--- src/pkg/irq_enable_pkg.sv ---
// Constants and types shared by the interrupt enable bank
`default_nettype none
package irq_enable_pkg;

    // Bank geometry
    localparam int NUM_REGS = 4;
    localparam int REG_W    = 16;
    localparam int NUM_SRC  = NUM_REGS * REG_W;
    localparam int PRIO_W   = 3;

    // Byte offsets on the register bus
    localparam logic [7:0] OFS_ENABLE_0 = 8'h00;
    localparam logic [7:0] OFS_ENABLE_3 = 8'h0C;
    localparam logic [7:0] OFS_FLAG_0   = 8'h10;
    localparam logic [7:0] OFS_FLAG_3   = 8'h1C;
    localparam logic [7:0] OFS_PRIO_0   = 8'h20;
    localparam logic [7:0] OFS_PRIO_7   = 8'h3C;
    localparam logic [7:0] OFS_STATUS   = 8'h40;
    localparam logic [7:0] OFS_MASK     = 8'h44;
    localparam logic [7:0] OFS_REQUEST  = 8'h48;

    // Implemented bit positions of each enable and flag register
    localparam logic [REG_W-1:0] IMPL_REG_0 = 16'h7FFF;
    localparam logic [REG_W-1:0] IMPL_REG_1 = 16'hFFDF;
    localparam logic [REG_W-1:0] IMPL_REG_2 = 16'h601F;
    localparam logic [REG_W-1:0] IMPL_REG_3 = 16'h6000;
    // Controller-area-network bits of enable_reg_2
    localparam logic [REG_W-1:0] CAN_BITS_2 = 16'h000C;

    // Named bit positions
    localparam int BIT_OUT_CMP1   = 2;
    localparam int BIT_IN_CAP1    = 1;
    localparam int BIT_EXT_IRQ0   = 0;
    localparam int BIT_UART2_TX   = 15;
    localparam int BIT_DMA_CH2    = 8;
    localparam int BIT_DMA_CH4    = 14;
    localparam int BIT_CALENDAR   = 14;

    // Reset values
    localparam logic [REG_W-1:0]  ENABLE_RESET = 16'h0000;
    localparam logic [REG_W-1:0]  FLAG_RESET   = 16'h0000;
    localparam logic [PRIO_W-1:0] PRIO_RESET   = 3'h4;
    localparam logic [PRIO_W-1:0] PRIO_OFF     = 3'h0;

    // Status and mask layout
    localparam int STAT_W       = 2;
    localparam int STAT_NEW_REQ = 0;
    localparam int STAT_NEW_FLG = 1;
    localparam logic [STAT_W-1:0] STAT_RESET = 2'h0;

    // Priority words hold eight four-bit fields, three bits used
    localparam int PRIO_PER_WORD = 8;
    localparam int PRIO_FIELD_W  = 4;

    typedef enum logic [1:0] {BUS_IDLE, BUS_WR, BUS_RD} bus_state_t;

endpackage

`default_nettype wire

--- src/core/gate_row.sv ---
// Request qualification for one enable register row
`timescale 1ns/1ps
`default_nettype none

module gate_row
    import irq_enable_pkg::*;
#(
    parameter int W = REG_W
)(
    // Row state
    input  wire logic [W-1:0]             flag_row,
    input  wire logic [W-1:0]             en_row,
    input  wire logic [W-1:0][PRIO_W-1:0] prio_row,
    // Qualified requests
    output logic      [W-1:0]             qual_row
);

    genvar b;
    generate
        for (b = 0; b < W; b++)
        begin : g_bit
            // Zero priority is a disable even with the enable set
            assign qual_row[b] = flag_row[b] & en_row[b] & (prio_row[b] != PRIO_OFF);
        end
    endgenerate

endmodule // gate_row

`default_nettype wire

--- src/core/irq_enable_bank.sv ---
// Interrupt enable bank with flags, priorities and an AHB-Lite register slave
//
// Overview of operation
// - Implemented enable bits are read/write; one passes the request, zero blocks it.
// - Unimplemented enable bits ignore writes and read back zero.
// - All enable bits clear at reset, so every source starts disabled.
// - Without the CAN controller its enable bits do nothing and stay zero.
// - Register 1 bits 15..8: uart2 tx/rx, ext irq2, timer5/4, cmp4/3, dma2.
// - Register 1 bits 7,6 capture 8,7; bit 5 unused; 4..0 ext1,cn,cmp,i2c.
// - Register 2 bits 14,13 dma4, parallel port; 4..0 dma3, can, spi2; rest unused.
// - Register 3 bit 14 calendar clock, bit 13 dma5; all other bits unused.
// - Register 0 bit 2 compare 1, bit 1 capture 1, bit 0 external irq 0.
// - Each source owns a flag at the same position, set once it requests.
// - Priority field zero disables the source; one to seven are priorities.
//
// The register offsets and the AHB-Lite interface to the registers were chosen for this implementation.
`timescale 1ns/1ps
`default_nettype none

module irq_enable_bank
    import irq_enable_pkg::*;
#(
    parameter bit CAN_PRESENT = 1'b1
)(
    // Clock and reset
    input  wire logic                      clk,
    input  wire logic                      reset,
    // AHB-Lite slave
    input  wire logic                      hsel,
    input  wire logic [7:0]                haddr,
    input  wire logic [1:0]                htrans,
    input  wire logic                      hwrite,
    input  wire logic [2:0]                hsize,
    input  wire logic [31:0]               hwdata,
    input  wire logic                      hready,
    output logic      [31:0]               hrdata,
    output logic                           hreadyout,
    output logic                           hresp,
    // Peripheral request sources
    input  wire logic [NUM_SRC-1:0]        src_req,
    // Toward priority arbitration
    output logic      [NUM_SRC-1:0]        req_out,
    output logic      [NUM_SRC-1:0][PRIO_W-1:0] req_prio,
    output logic                           irq
);

    ////////////////////////////////////////////////////////////////////////////
    // State

    typedef struct packed {
        bus_state_t                       bus;
        logic [7:0]                       addr;
        logic [31:0]                      hrdata;
        logic                             hready;
        logic [NUM_REGS-1:0][REG_W-1:0]   en;
        logic [NUM_REGS-1:0][REG_W-1:0]   flag;
        logic [NUM_SRC-1:0][PRIO_W-1:0]   prio;
        logic [STAT_W-1:0]                status;
        logic [STAT_W-1:0]                mask;
        logic [NUM_SRC-1:0]               req;
        logic                             irq;
    } bank_state_t;

    bank_state_t st_ff;
    bank_state_t nxt_st;

    logic [NUM_REGS-1:0][REG_W-1:0] impl;
    logic [NUM_SRC-1:0]             impl_flat;
    logic [NUM_SRC-1:0]             en_flat;
    logic [NUM_SRC-1:0]             flag_flat;
    logic [NUM_SRC-1:0]             qual;
    logic [NUM_SRC-1:0]             prio_nz;
    logic                           accept;
    logic [31:0]                    rd_data;

    // Missing CAN hardware removes its bits from the implemented set
    assign impl[0] = IMPL_REG_0;
    assign impl[1] = IMPL_REG_1;
    assign impl[2] = CAN_PRESENT ? IMPL_REG_2 : (IMPL_REG_2 & ~CAN_BITS_2);
    assign impl[3] = IMPL_REG_3;

    assign impl_flat = impl;
    assign en_flat   = st_ff.en;
    assign flag_flat = st_ff.flag;

    assign accept = hsel && htrans[1] && hready && st_ff.hready;

    ////////////////////////////////////////////////////////////////////////////
    // Qualification, one row per enable register

    genvar r;
    generate
        for (r = 0; r < NUM_REGS; r++)
        begin : g_row
            gate_row #(
                .W (REG_W)
            ) u_row (
                .flag_row (st_ff.flag[r]),
                .en_row   (st_ff.en[r]),
                .prio_row (st_ff.prio[r*REG_W +: REG_W]),
                .qual_row (qual[r*REG_W +: REG_W])
            );
        end
        for (r = 0; r < NUM_SRC; r++)
        begin : g_nz
            assign prio_nz[r] = (st_ff.prio[r] != PRIO_OFF);
        end
    endgenerate

    ////////////////////////////////////////////////////////////////////////////
    // Read multiplexer

    always_comb
    begin
        rd_data = 32'h0000_0000;
        if (st_ff.addr >= OFS_ENABLE_0 && st_ff.addr <= OFS_ENABLE_3)
        begin
            rd_data[REG_W-1:0] = st_ff.en[st_ff.addr[3:2]] & impl[st_ff.addr[3:2]];
        end
        else if (st_ff.addr >= OFS_FLAG_0 && st_ff.addr <= OFS_FLAG_3)
        begin
            rd_data[REG_W-1:0] = st_ff.flag[st_ff.addr[3:2]] & impl[st_ff.addr[3:2]];
        end
        else if (st_ff.addr >= OFS_PRIO_0 && st_ff.addr <= OFS_PRIO_7)
        begin
            for (int j = 0; j < PRIO_PER_WORD; j++)
            begin
                rd_data[j*PRIO_FIELD_W +: PRIO_W] = st_ff.prio[{st_ff.addr[4:2], j[2:0]}];
            end
        end
        else if (st_ff.addr == OFS_STATUS)
        begin
            rd_data[STAT_W-1:0] = st_ff.status;
        end
        else if (st_ff.addr == OFS_MASK)
        begin
            rd_data[STAT_W-1:0] = st_ff.mask;
        end
        else if (st_ff.addr == OFS_REQUEST)
        begin
            rd_data[0] = |st_ff.req;
        end
    end

    ////////////////////////////////////////////////////////////////////////////
    // Next state

    always_comb
    begin
        nxt_st = st_ff;

        case (st_ff.bus)
            BUS_WR:
            begin
                // Writes land in the data phase, zero wait states
                if (st_ff.addr >= OFS_ENABLE_0 && st_ff.addr <= OFS_ENABLE_3)
                begin
                    // Flags are left alone when an enable is cleared
                    nxt_st.en[st_ff.addr[3:2]] = hwdata[REG_W-1:0] & impl[st_ff.addr[3:2]];
                end
                else if (st_ff.addr >= OFS_FLAG_0 && st_ff.addr <= OFS_FLAG_3)
                begin
                    nxt_st.flag[st_ff.addr[3:2]] = hwdata[REG_W-1:0] & impl[st_ff.addr[3:2]];
                end
                else if (st_ff.addr >= OFS_PRIO_0 && st_ff.addr <= OFS_PRIO_7)
                begin
                    for (int j = 0; j < PRIO_PER_WORD; j++)
                    begin
                        nxt_st.prio[{st_ff.addr[4:2], j[2:0]}] = hwdata[j*PRIO_FIELD_W +: PRIO_W];
                    end
                end
                else if (st_ff.addr == OFS_STATUS)
                begin
                    nxt_st.status = st_ff.status & ~hwdata[STAT_W-1:0];
                end
                else if (st_ff.addr == OFS_MASK)
                begin
                    nxt_st.mask = hwdata[STAT_W-1:0];
                end
            end
            BUS_RD:
            begin
                // One wait state so a read never misses the write just before it
                nxt_st.hrdata = rd_data;
                nxt_st.hready = 1'b1;
            end
            default:
            begin
            end
        endcase

        nxt_st.bus = BUS_IDLE;
        if (accept)
        begin
            nxt_st.addr   = haddr;
            nxt_st.bus    = hwrite ? BUS_WR : BUS_RD;
            nxt_st.hready = hwrite;
        end

        // Hardware sets win over a software clear in the same cycle
        nxt_st.flag = nxt_st.flag | (src_req & impl_flat);
        nxt_st.status[STAT_NEW_REQ] = nxt_st.status[STAT_NEW_REQ] | (|(qual & ~st_ff.req));
        nxt_st.status[STAT_NEW_FLG] = nxt_st.status[STAT_NEW_FLG] | (|(src_req & impl_flat & ~flag_flat));

        nxt_st.req = qual;
        nxt_st.irq = |(st_ff.status & st_ff.mask);
    end

    ////////////////////////////////////////////////////////////////////////////
    // Registers

    always_ff @(posedge clk)
    begin
        if (reset)
        begin
            st_ff.bus    <= BUS_IDLE;
            st_ff.addr   <= 8'h00;
            st_ff.hrdata <= 32'h0000_0000;
            st_ff.hready <= 1'b1;
            st_ff.en     <= {NUM_REGS{ENABLE_RESET}};
            st_ff.flag   <= {NUM_REGS{FLAG_RESET}};
            st_ff.prio   <= {NUM_SRC{PRIO_RESET}};
            st_ff.status <= STAT_RESET;
            st_ff.mask   <= STAT_RESET;
            st_ff.req    <= {NUM_SRC{1'b0}};
            st_ff.irq    <= 1'b0;
        end
        else
        begin
            st_ff <= nxt_st;
        end
    end

    assign hrdata    = st_ff.hrdata;
    assign hreadyout = st_ff.hready;
    assign hresp     = 1'b0;
    assign req_out   = st_ff.req;
    assign req_prio  = st_ff.prio;
    assign irq       = st_ff.irq;
endmodule // irq_enable_bank

`default_nettype wire

--- config.mk ---
export PLATFORM = sky130hd
export DESIGN_NAME = irq_enable_bank
export DESIGN_NICKNAME = d
export VERILOG_FILES = /design/src/pkg/irq_enable_pkg.sv /design/src/core/gate_row.sv /design/src/core/irq_enable_bank.sv
export SDC_FILE = /design/constraint.sdc
export NUM_CORES = 1
export LEC_CHECK = 0
export BUFFER_PORTS_ARGS = -buffer_cell sky130_fd_sc_hd__buf_2
export CAP_MARGIN = 30
export CORE_UTILIZATION = 50
export CTS_CLUSTER_DIAMETER = 150
export DETAILED_ROUTE_END_ITERATION = 8
export PLACE_DENSITY = 0.84
export SLEW_MARGIN = 25
export SYNTH_ARGS = -nofsm -noshare
export SYNTH_HDL_FRONTEND = slang
export SYNTH_SLANG_ARGS = --single-unit
--- constraint.sdc ---
create_clock -name clk -period 1.8 [get_ports clk]
set_input_delay 0.36 -clock clk [delete_from_list [all_inputs] [get_ports clk]]
set_output_delay 0.36 -clock clk [all_outputs]
set_load 0.02 [all_outputs]
======== Word level (Yosys, flattened, before mapping) ========
Cells that the tools add are included.
cells by class
  div/mod/pow operators ................... 0
  mux-type cells .......................... 92
  equal/unequal tests ..................... 5
  reduce and logical (&&, ||, !) cells .... 88
  add/subtract/negate cells ............... 0
  $lt $le $gt $ge ......................... 24
  bitwise operators ....................... 146
  multiply operators ...................... 0
  shift-type cells ........................ 0
operator list
  operator                                                                              number
  192-bit bitwise mux                                                                   8
  260-bit two-way mux                                                                   2
  196-bit two-way mux                                                                   1
  192-bit two-way mux                                                                   1
  3-bit nonzero test                                                                    64
  64-bit OR reduction                                                                   3
  1-bit AND                                                                             128
  64-bit bitwise mux                                                                    2
  64-bit inverter                                                                       2
  3-bit two-way mux                                                                     35
  16-bit binary-select mux with 2-bit select                                            3
  16-bit two-way mux                                                                    5
  3-bit binary-select mux with 3-bit select                                             8
  3-bit demux with 3-bit select                                                         8
  63-bit by 64-bit AND with 64-bit output                                               1
  64-bit AND                                                                            1
  64-bit two-way mux                                                                    1
  64-bit by 63-bit OR with 64-bit output                                                1
  6-bit by 7-bit less-than comparator with 1-bit output (second input constant)         8
  16-bit AND                                                                            3
  6-bit by 1-bit greater-or-equal comparator with 1-bit output (second input constant)  8
  16-bit demux with 2-bit select                                                        1
  8-bit by 7-bit == test with 1-bit output (second input constant)                      3
  1-bit logical AND                                                                     15
  22 further kinds                                                                      43
storage, ports and cells
  memories kept ........................... 0
  register bits ........................... 428
  bits in writable memories ............... 0
  output and inout bits ................... 291
  latch bits .............................. 0
  word-level logic and storage cells ...... 435
  ROM bits ................................ 0

======== Depth between registers and ports, before layout ========
  word-level depth ........................ 17
  depth in mapped cells ................... 9
  gate-level depth less buffers ........... 6

======== Hierarchy ========
From an unflattened synthesis, not the netlist that was laid out.
second synthesis, totals
  cell total of the unflattened synthesis .. 2363
  area total of the unflattened synthesis .. 20120.5 µm²
by module, submodules not included
  module           times used  cells an instance  seq. area each (µm²)  area an instance (µm²)
  irq_enable_bank  1           2299               8568.2                19479.9
  gate_row         4           16                 0.0                   160.2

======== Worst setup path before layout ========
Ideal clock, no wire load.
  path type ............................... reg2reg
  from .................................... register st_ff[424] in the netlist's numbering
  to ...................................... register, netlist name hrdata[22]
  stages on the path, launching flop included .. 7
  period minus slack after synthesis ...... 1.886 ns
  path slack .............................. -0.086 ns
  arrival ................................. 1.758 ns
  setup time .............................. 0.128 ns
  required time ........................... 1.672 ns
  path through ............................ dfxtp_1 buf_2 buf_2 mux4_2 mux2_2 a22oi_1 nor2_1
between the ends
  cells in the longest elaborated chain, start to end .. 5
  elaborated cells on any way between the ends .. 14
  those cells by class .................... order compare (6); mux (5); reduce/logical (3)
RTL lines
  element                                                                                     RTL line                                        text
  start, declared                                                                             irq_enable_bank.sv:64                           bank_state_t st_ff;
  start signal, assigned                                                                      irq_enable_bank.sv:230                          st_ff <= nxt_st;
  8-bit by 6-bit greater-or-equal comparator with 1-bit output, or another cell as far along  irq_enable_bank.sv:124                          else if (st_ff.addr >= OFS_PRIO_0 && st_ff.addr <= OFS_PRIO_7)
  1-bit logical AND or 3-bit two-way mux (tied branches)                                      irq_enable_bank.sv:124, irq_enable_bank.sv:128
  3-bit two-way mux                                                                           irq_enable_bank.sv:124
  3-bit two-way mux                                                                           irq_enable_bank.sv:120                          else if (st_ff.addr >= OFS_FLAG_0 && st_ff.addr <= OFS_FLAG_3)
  3-bit two-way mux (*)                                                                       irq_enable_bank.sv:116                          if (st_ff.addr >= OFS_ENABLE_0 && st_ff.addr <= OFS_ENABLE_3)
Every way passes the cells marked *; elsewhere a longest branch is shown, timed or not. The select of a mux whose other input is x is not followed.
A chain may end at the register's enable or synchronous reset.

======== Final worst setup path ========
  from .................................... register st_ff[427] in the netlist's numbering
  to ...................................... register st_ff (netlist bit req_prio[6])
between the ends
  cells in the longest elaborated chain, start to end .. 4
  elaborated cells on any way between the ends .. 12
  those cells by class .................... order compare (6); bitwise (2); reduce/logical (4)
RTL lines
  element                                                                                     RTL line                                        text
  8-bit by 5-bit greater-or-equal comparator with 1-bit output, or another cell as far along  irq_enable_bank.sv:161                          else if (st_ff.addr >= OFS_FLAG_0 && st_ff.addr <= OFS_FLAG_3)
  1-bit logical AND (on tied branches)                                                        irq_enable_bank.sv:161, irq_enable_bank.sv:156
  1-bit inverter (no source line)                                                             -
  4-bit AND reduction (no source line) (*)                                                    -
Every way passes the cells marked *; elsewhere a longest branch is shown, timed or not.

==> results.cfg <==
[grt]
grt_first_pass_wirelength_um = 126000
number_of_global_route_vias_before_repair = 19100
grt_antenna_before_repair = 7
grt_max_degree = 86
grtUsageTotal = 0.423
overflow = 0

[critical_path]
list_of_cells_traversed_by_the_critical_path = or3b_4 -> or3_4 -> buf_6 -> nor3_4 -> buf_6 -> buf_8 -> nand2_1 -> a21oi_2
end_kind = flip-flop
r2r_setup_slack_ns = -0.41
cp_slowest_stage_delay_ns = 0.43
cpMostUsedCell = sky130_fd_sc_hd__buf_6
timing.rr.end = req_prio[6]
timing.critical_path.slowest_stage_cell = sky130_fd_sc_hd__or3_4
setup.worst_path.class = reg2reg
worst-r2r-cell-count = 8
timing.critical_path.required_ns = 2.33
cp_data_arrival_time_ns = 2.74
path_max_fanout = 9
crit_path_start_kind = flip-flop
reg2reg_from = st_ff[427]

[layout]
layout.cells.most_common_list = sky130_fd_sc_hd__dfxtp_1, sky130_fd_sc_hd__buf_2, sky130_fd_sc_hd__buf_4
final_design_utilization = 0.728
layout_commonest_cell = sky130_fd_sc_hd__dfxtp_1
post_layout_nonfiller_instances = 3365
layout-drive-gt1-share = 0.503
synthToLayoutAreaGrowth_pct = 42.2
nNetsFinal = 2927
postLayoutCellArea_um2 = 28400

[floorplan]
io_pins = 405
die_height_um = 202
design.core.area_um2 = 39000
fp.dieArea_um2 = 40700
start_util = 0.512
core.rowCount = 72
die-width_um = 202

[clocking]
clock_tree_root = sky130_fd_sc_hd__clkbuf_16
cts-root-to-sink-buffers = 3
path_clk_slew_ns = 0.07
numCtsBuffers = 46
tritoncts_clock_tree = yes
cts_max_level = 2
insertion_delay_ns = 0.63
tritoncts_num_sinks = 428

[sta]
post-route-worst-setup-slack_ns = -0.407
max_freq_mhz = 453
setup_viol = 306
fin_crit_ns = 2.21
final_max_slew_viol_count = 0
fin_crit_sh = 1.23
rsz0062_at_grt = yes
timing.hold.ws_ns = -0.00524
slew-limit-headroom = 0.520
report.final.hold_viol_count = 2
worst-slew-pin-transition_ns = 0.720
worst_clock_skew_ns = 0.0173

[synthesis]
synth_area_um2 = 20000
synthCells = 2346
synth_seq_area_share = 0.429
synth.avg_cell_area_um2 = 8.51
synth_edf_count = 0
synth-warning-count = 0
proportion_of_synthesized_flip_flops_having_asynchronous_set_or_reset = 0
ys_seq_elements = 428
yosys.cell_types.count = 55
synth_flop_cell = sky130_fd_sc_hd__dfxtp_1

[route]
route.detailed.wl_per_inst_um = 31.0
maxUsedRoutingLayer = met5
postRouteAntennaNets = 0
route.detailed.vias_per_inst = 6.55
dr_total_vias = 22000
metal3_wl_um = 17400
drt_first_iter_violations = 3320
totalWireLength_um = 104000
route.met2.wl_um = 41800
met1Wirelength_um = 34200
drc = 0
drt_first_pass_iters = 8

[place]
numPortBuffers = 366
post_dp_cell_area_um2 = 22900
place.gp.congestion = 1.04
placedCellCount = 3186
dpl.hpwl_um = 66200

[min_path]
min_from = src_req[11]
worstHoldEndpoint = flag_flat[11]
holdCritPathClass = in2reg
whs_path_depth = 3

[status]
result_of_the_run = finished, violations left
violations = negative hold slack, negative setup slack

[power]
leakage_nw = 12.4
power_density_nw_per_um2 = 754
peakVddDrop_uv = 686

[job]
max_capacitance_violation_total = 0
==> through the flow <==
| stage | TNS, ns | setup slack [ns] | total power [mW] | hold WS [ns] |
|---|---|---|---|---|
| after floorplan | -0.0321 | -0.00321 | 10.4 | 0.424 |
| after global placement | -17.16 | -0.309 | 11.0 | 0.436 |
| after detailed placement | -26.87 | -0.278 | 11.0 | 0.438 |
| after CTS | -13.27 | -0.186 | 20.9 | 0.000606 |
| after global routing | -69.33 | -0.412 | 21.7 | 0.00905 |
| final | -67.37 | -0.407 | 21.4 | -0.00524 |
==> area by class of cell <==
type,instances,area (µm²)
Clock inverter,12,226
Multi-Input combinational cell,1444,10600
Fill cell,2470,10600
Tap cell,518,648
Inverter,39,146
Timing Repair Buffer,854,6830
Antenna cell,1,2.50
Clock buffer,69,1340
Sequential cell,428,8590
==> worst max-delay path: cells and delay by family (launching register included) <==
kind | cells | cell delay, ns
buffers and inverters | 3 | 0.46
AOI/OAI and AO/OA | 1 | 0.19
DFF | 1 | 0.37
and+or+nand+nor | 4 | 1.08
==> flip-flops by register name, indices dropped and copies added (netlist names) <==
register,flops
hreadyout,1
st_ff,14
en_flat,64
irq,1
req_out,64
hrdata,28
flag_flat,64
req_prio,192
==> worst max path at each step <==
stage / slack [ns] / from / to / depth (start not counted)
6_report: -0.41 / st_ff[427] / req_prio[6] / 8
2_1_floorplan: -0.003 / st_ff[424] / flag_flat[52] / 7
5_1_grt: -0.41 / st_ff[427] / req_prio[19] / 8
3_5_place_dp: -0.28 / st_ff[427] / en_flat[31] / 7
3_3_place_gp: -0.31 / st_ff[427] / en_flat[31] / 7
4_1_cts: -0.19 / st_ff[429] / req_prio[39] / 8
==> logic make-up (layout without fill, tap and decap cells) <==
family                 count (synthesis)  in the layout  synth area share
buffers and inverters                479            974             0.150
AO/OA/AOI/OAI                        374            374             0.117
flip-flops                           428            428             0.429
AND/OR/NAND/NOR                      959            960             0.217
multiplexers                         105            105            0.0871
other                                  1              6          0.000188
==> cell usage after synthesis, types with 4 or more instances <==
| cell | number | area, µm² |
|---|---|---|
| sky130_fd_sc_hd__buf_2 | 49 | 245 |
| sky130_fd_sc_hd__nand4_1 | 9 | 56.3 |
| sky130_fd_sc_hd__mux4_2 | 52 | 1170 |
| sky130_fd_sc_hd__a21oi_1 | 215 | 1080 |
| sky130_fd_sc_hd__o311ai_0 | 35 | 307 |
| sky130_fd_sc_hd__inv_1 | 39 | 146 |
| sky130_fd_sc_hd__o32ai_1 | 16 | 140 |
| sky130_fd_sc_hd__a31oi_1 | 6 | 37.5 |
| sky130_fd_sc_hd__a22oi_1 | 15 | 113 |
| sky130_fd_sc_hd__nor3b_1 | 4 | 30.0 |
| sky130_fd_sc_hd__clkbuf_1 | 86 | 323 |
| sky130_fd_sc_hd__nor4_1 | 29 | 181 |
| sky130_fd_sc_hd__nor3_1 | 83 | 415 |
| sky130_fd_sc_hd__nand2_1 | 494 | 1850 |
| sky130_fd_sc_hd__nor2_1 | 176 | 661 |
| sky130_fd_sc_hd__buf_4 | 298 | 2240 |
| sky130_fd_sc_hd__a311oi_1 | 11 | 96.3 |
| sky130_fd_sc_hd__nand3b_1 | 65 | 488 |
| sky130_fd_sc_hd__dfxtp_1 | 428 | 8570 |
| sky130_fd_sc_hd__buf_1 | 5 | 18.8 |
| sky130_fd_sc_hd__nand3_1 | 13 | 65.1 |
| sky130_fd_sc_hd__mux2i_1 | 23 | 230 |
| sky130_fd_sc_hd__mux2_2 | 30 | 338 |
| sky130_fd_sc_hd__nand2b_1 | 15 | 93.8 |
| sky130_fd_sc_hd__a211oi_1 | 18 | 135 |
| sky130_fd_sc_hd__and2_1 | 48 | 300 |
| sky130_fd_sc_hd__o22ai_1 | 24 | 150 |
| sky130_fd_sc_hd__o21ai_0 | 6 | 30.0 |
| sky130_fd_sc_hd__a221oi_1 | 9 | 78.8 |
| sky130_fd_sc_hd__nor2b_1 | 7 | 43.8 |
==> report_power, final <==
group	leakage, nW	internal (mW)	total [mW]	switching, mW
Clock	0.767	5.88	10.1	4.25
Combinational	8.18	0.579	1.56	0.977
Sequential	3.47	9.55	9.71	0.159
==> layer usage <==
metal  global-route usage  vias to the layer above
li1                     -                     8705
met1                0.537                    10400
met2                0.622                     2231
met3                0.120                      732
met4                0.286                        4
met5                    0                        -
==> what timing repair did <==
item | 4_1_cts | 5_1_grt
setup buffers | 28 | 36
gates resized for setup | 135 | 590
hold buffers | 6 | 0
pin swaps | 35 | 264
hold endpoints to repair | 6 | 0
gates cloned | 6 | 31
setup endpoints to repair | 265 | 329
No activity file was read; power rests on OpenSTA's default activity.
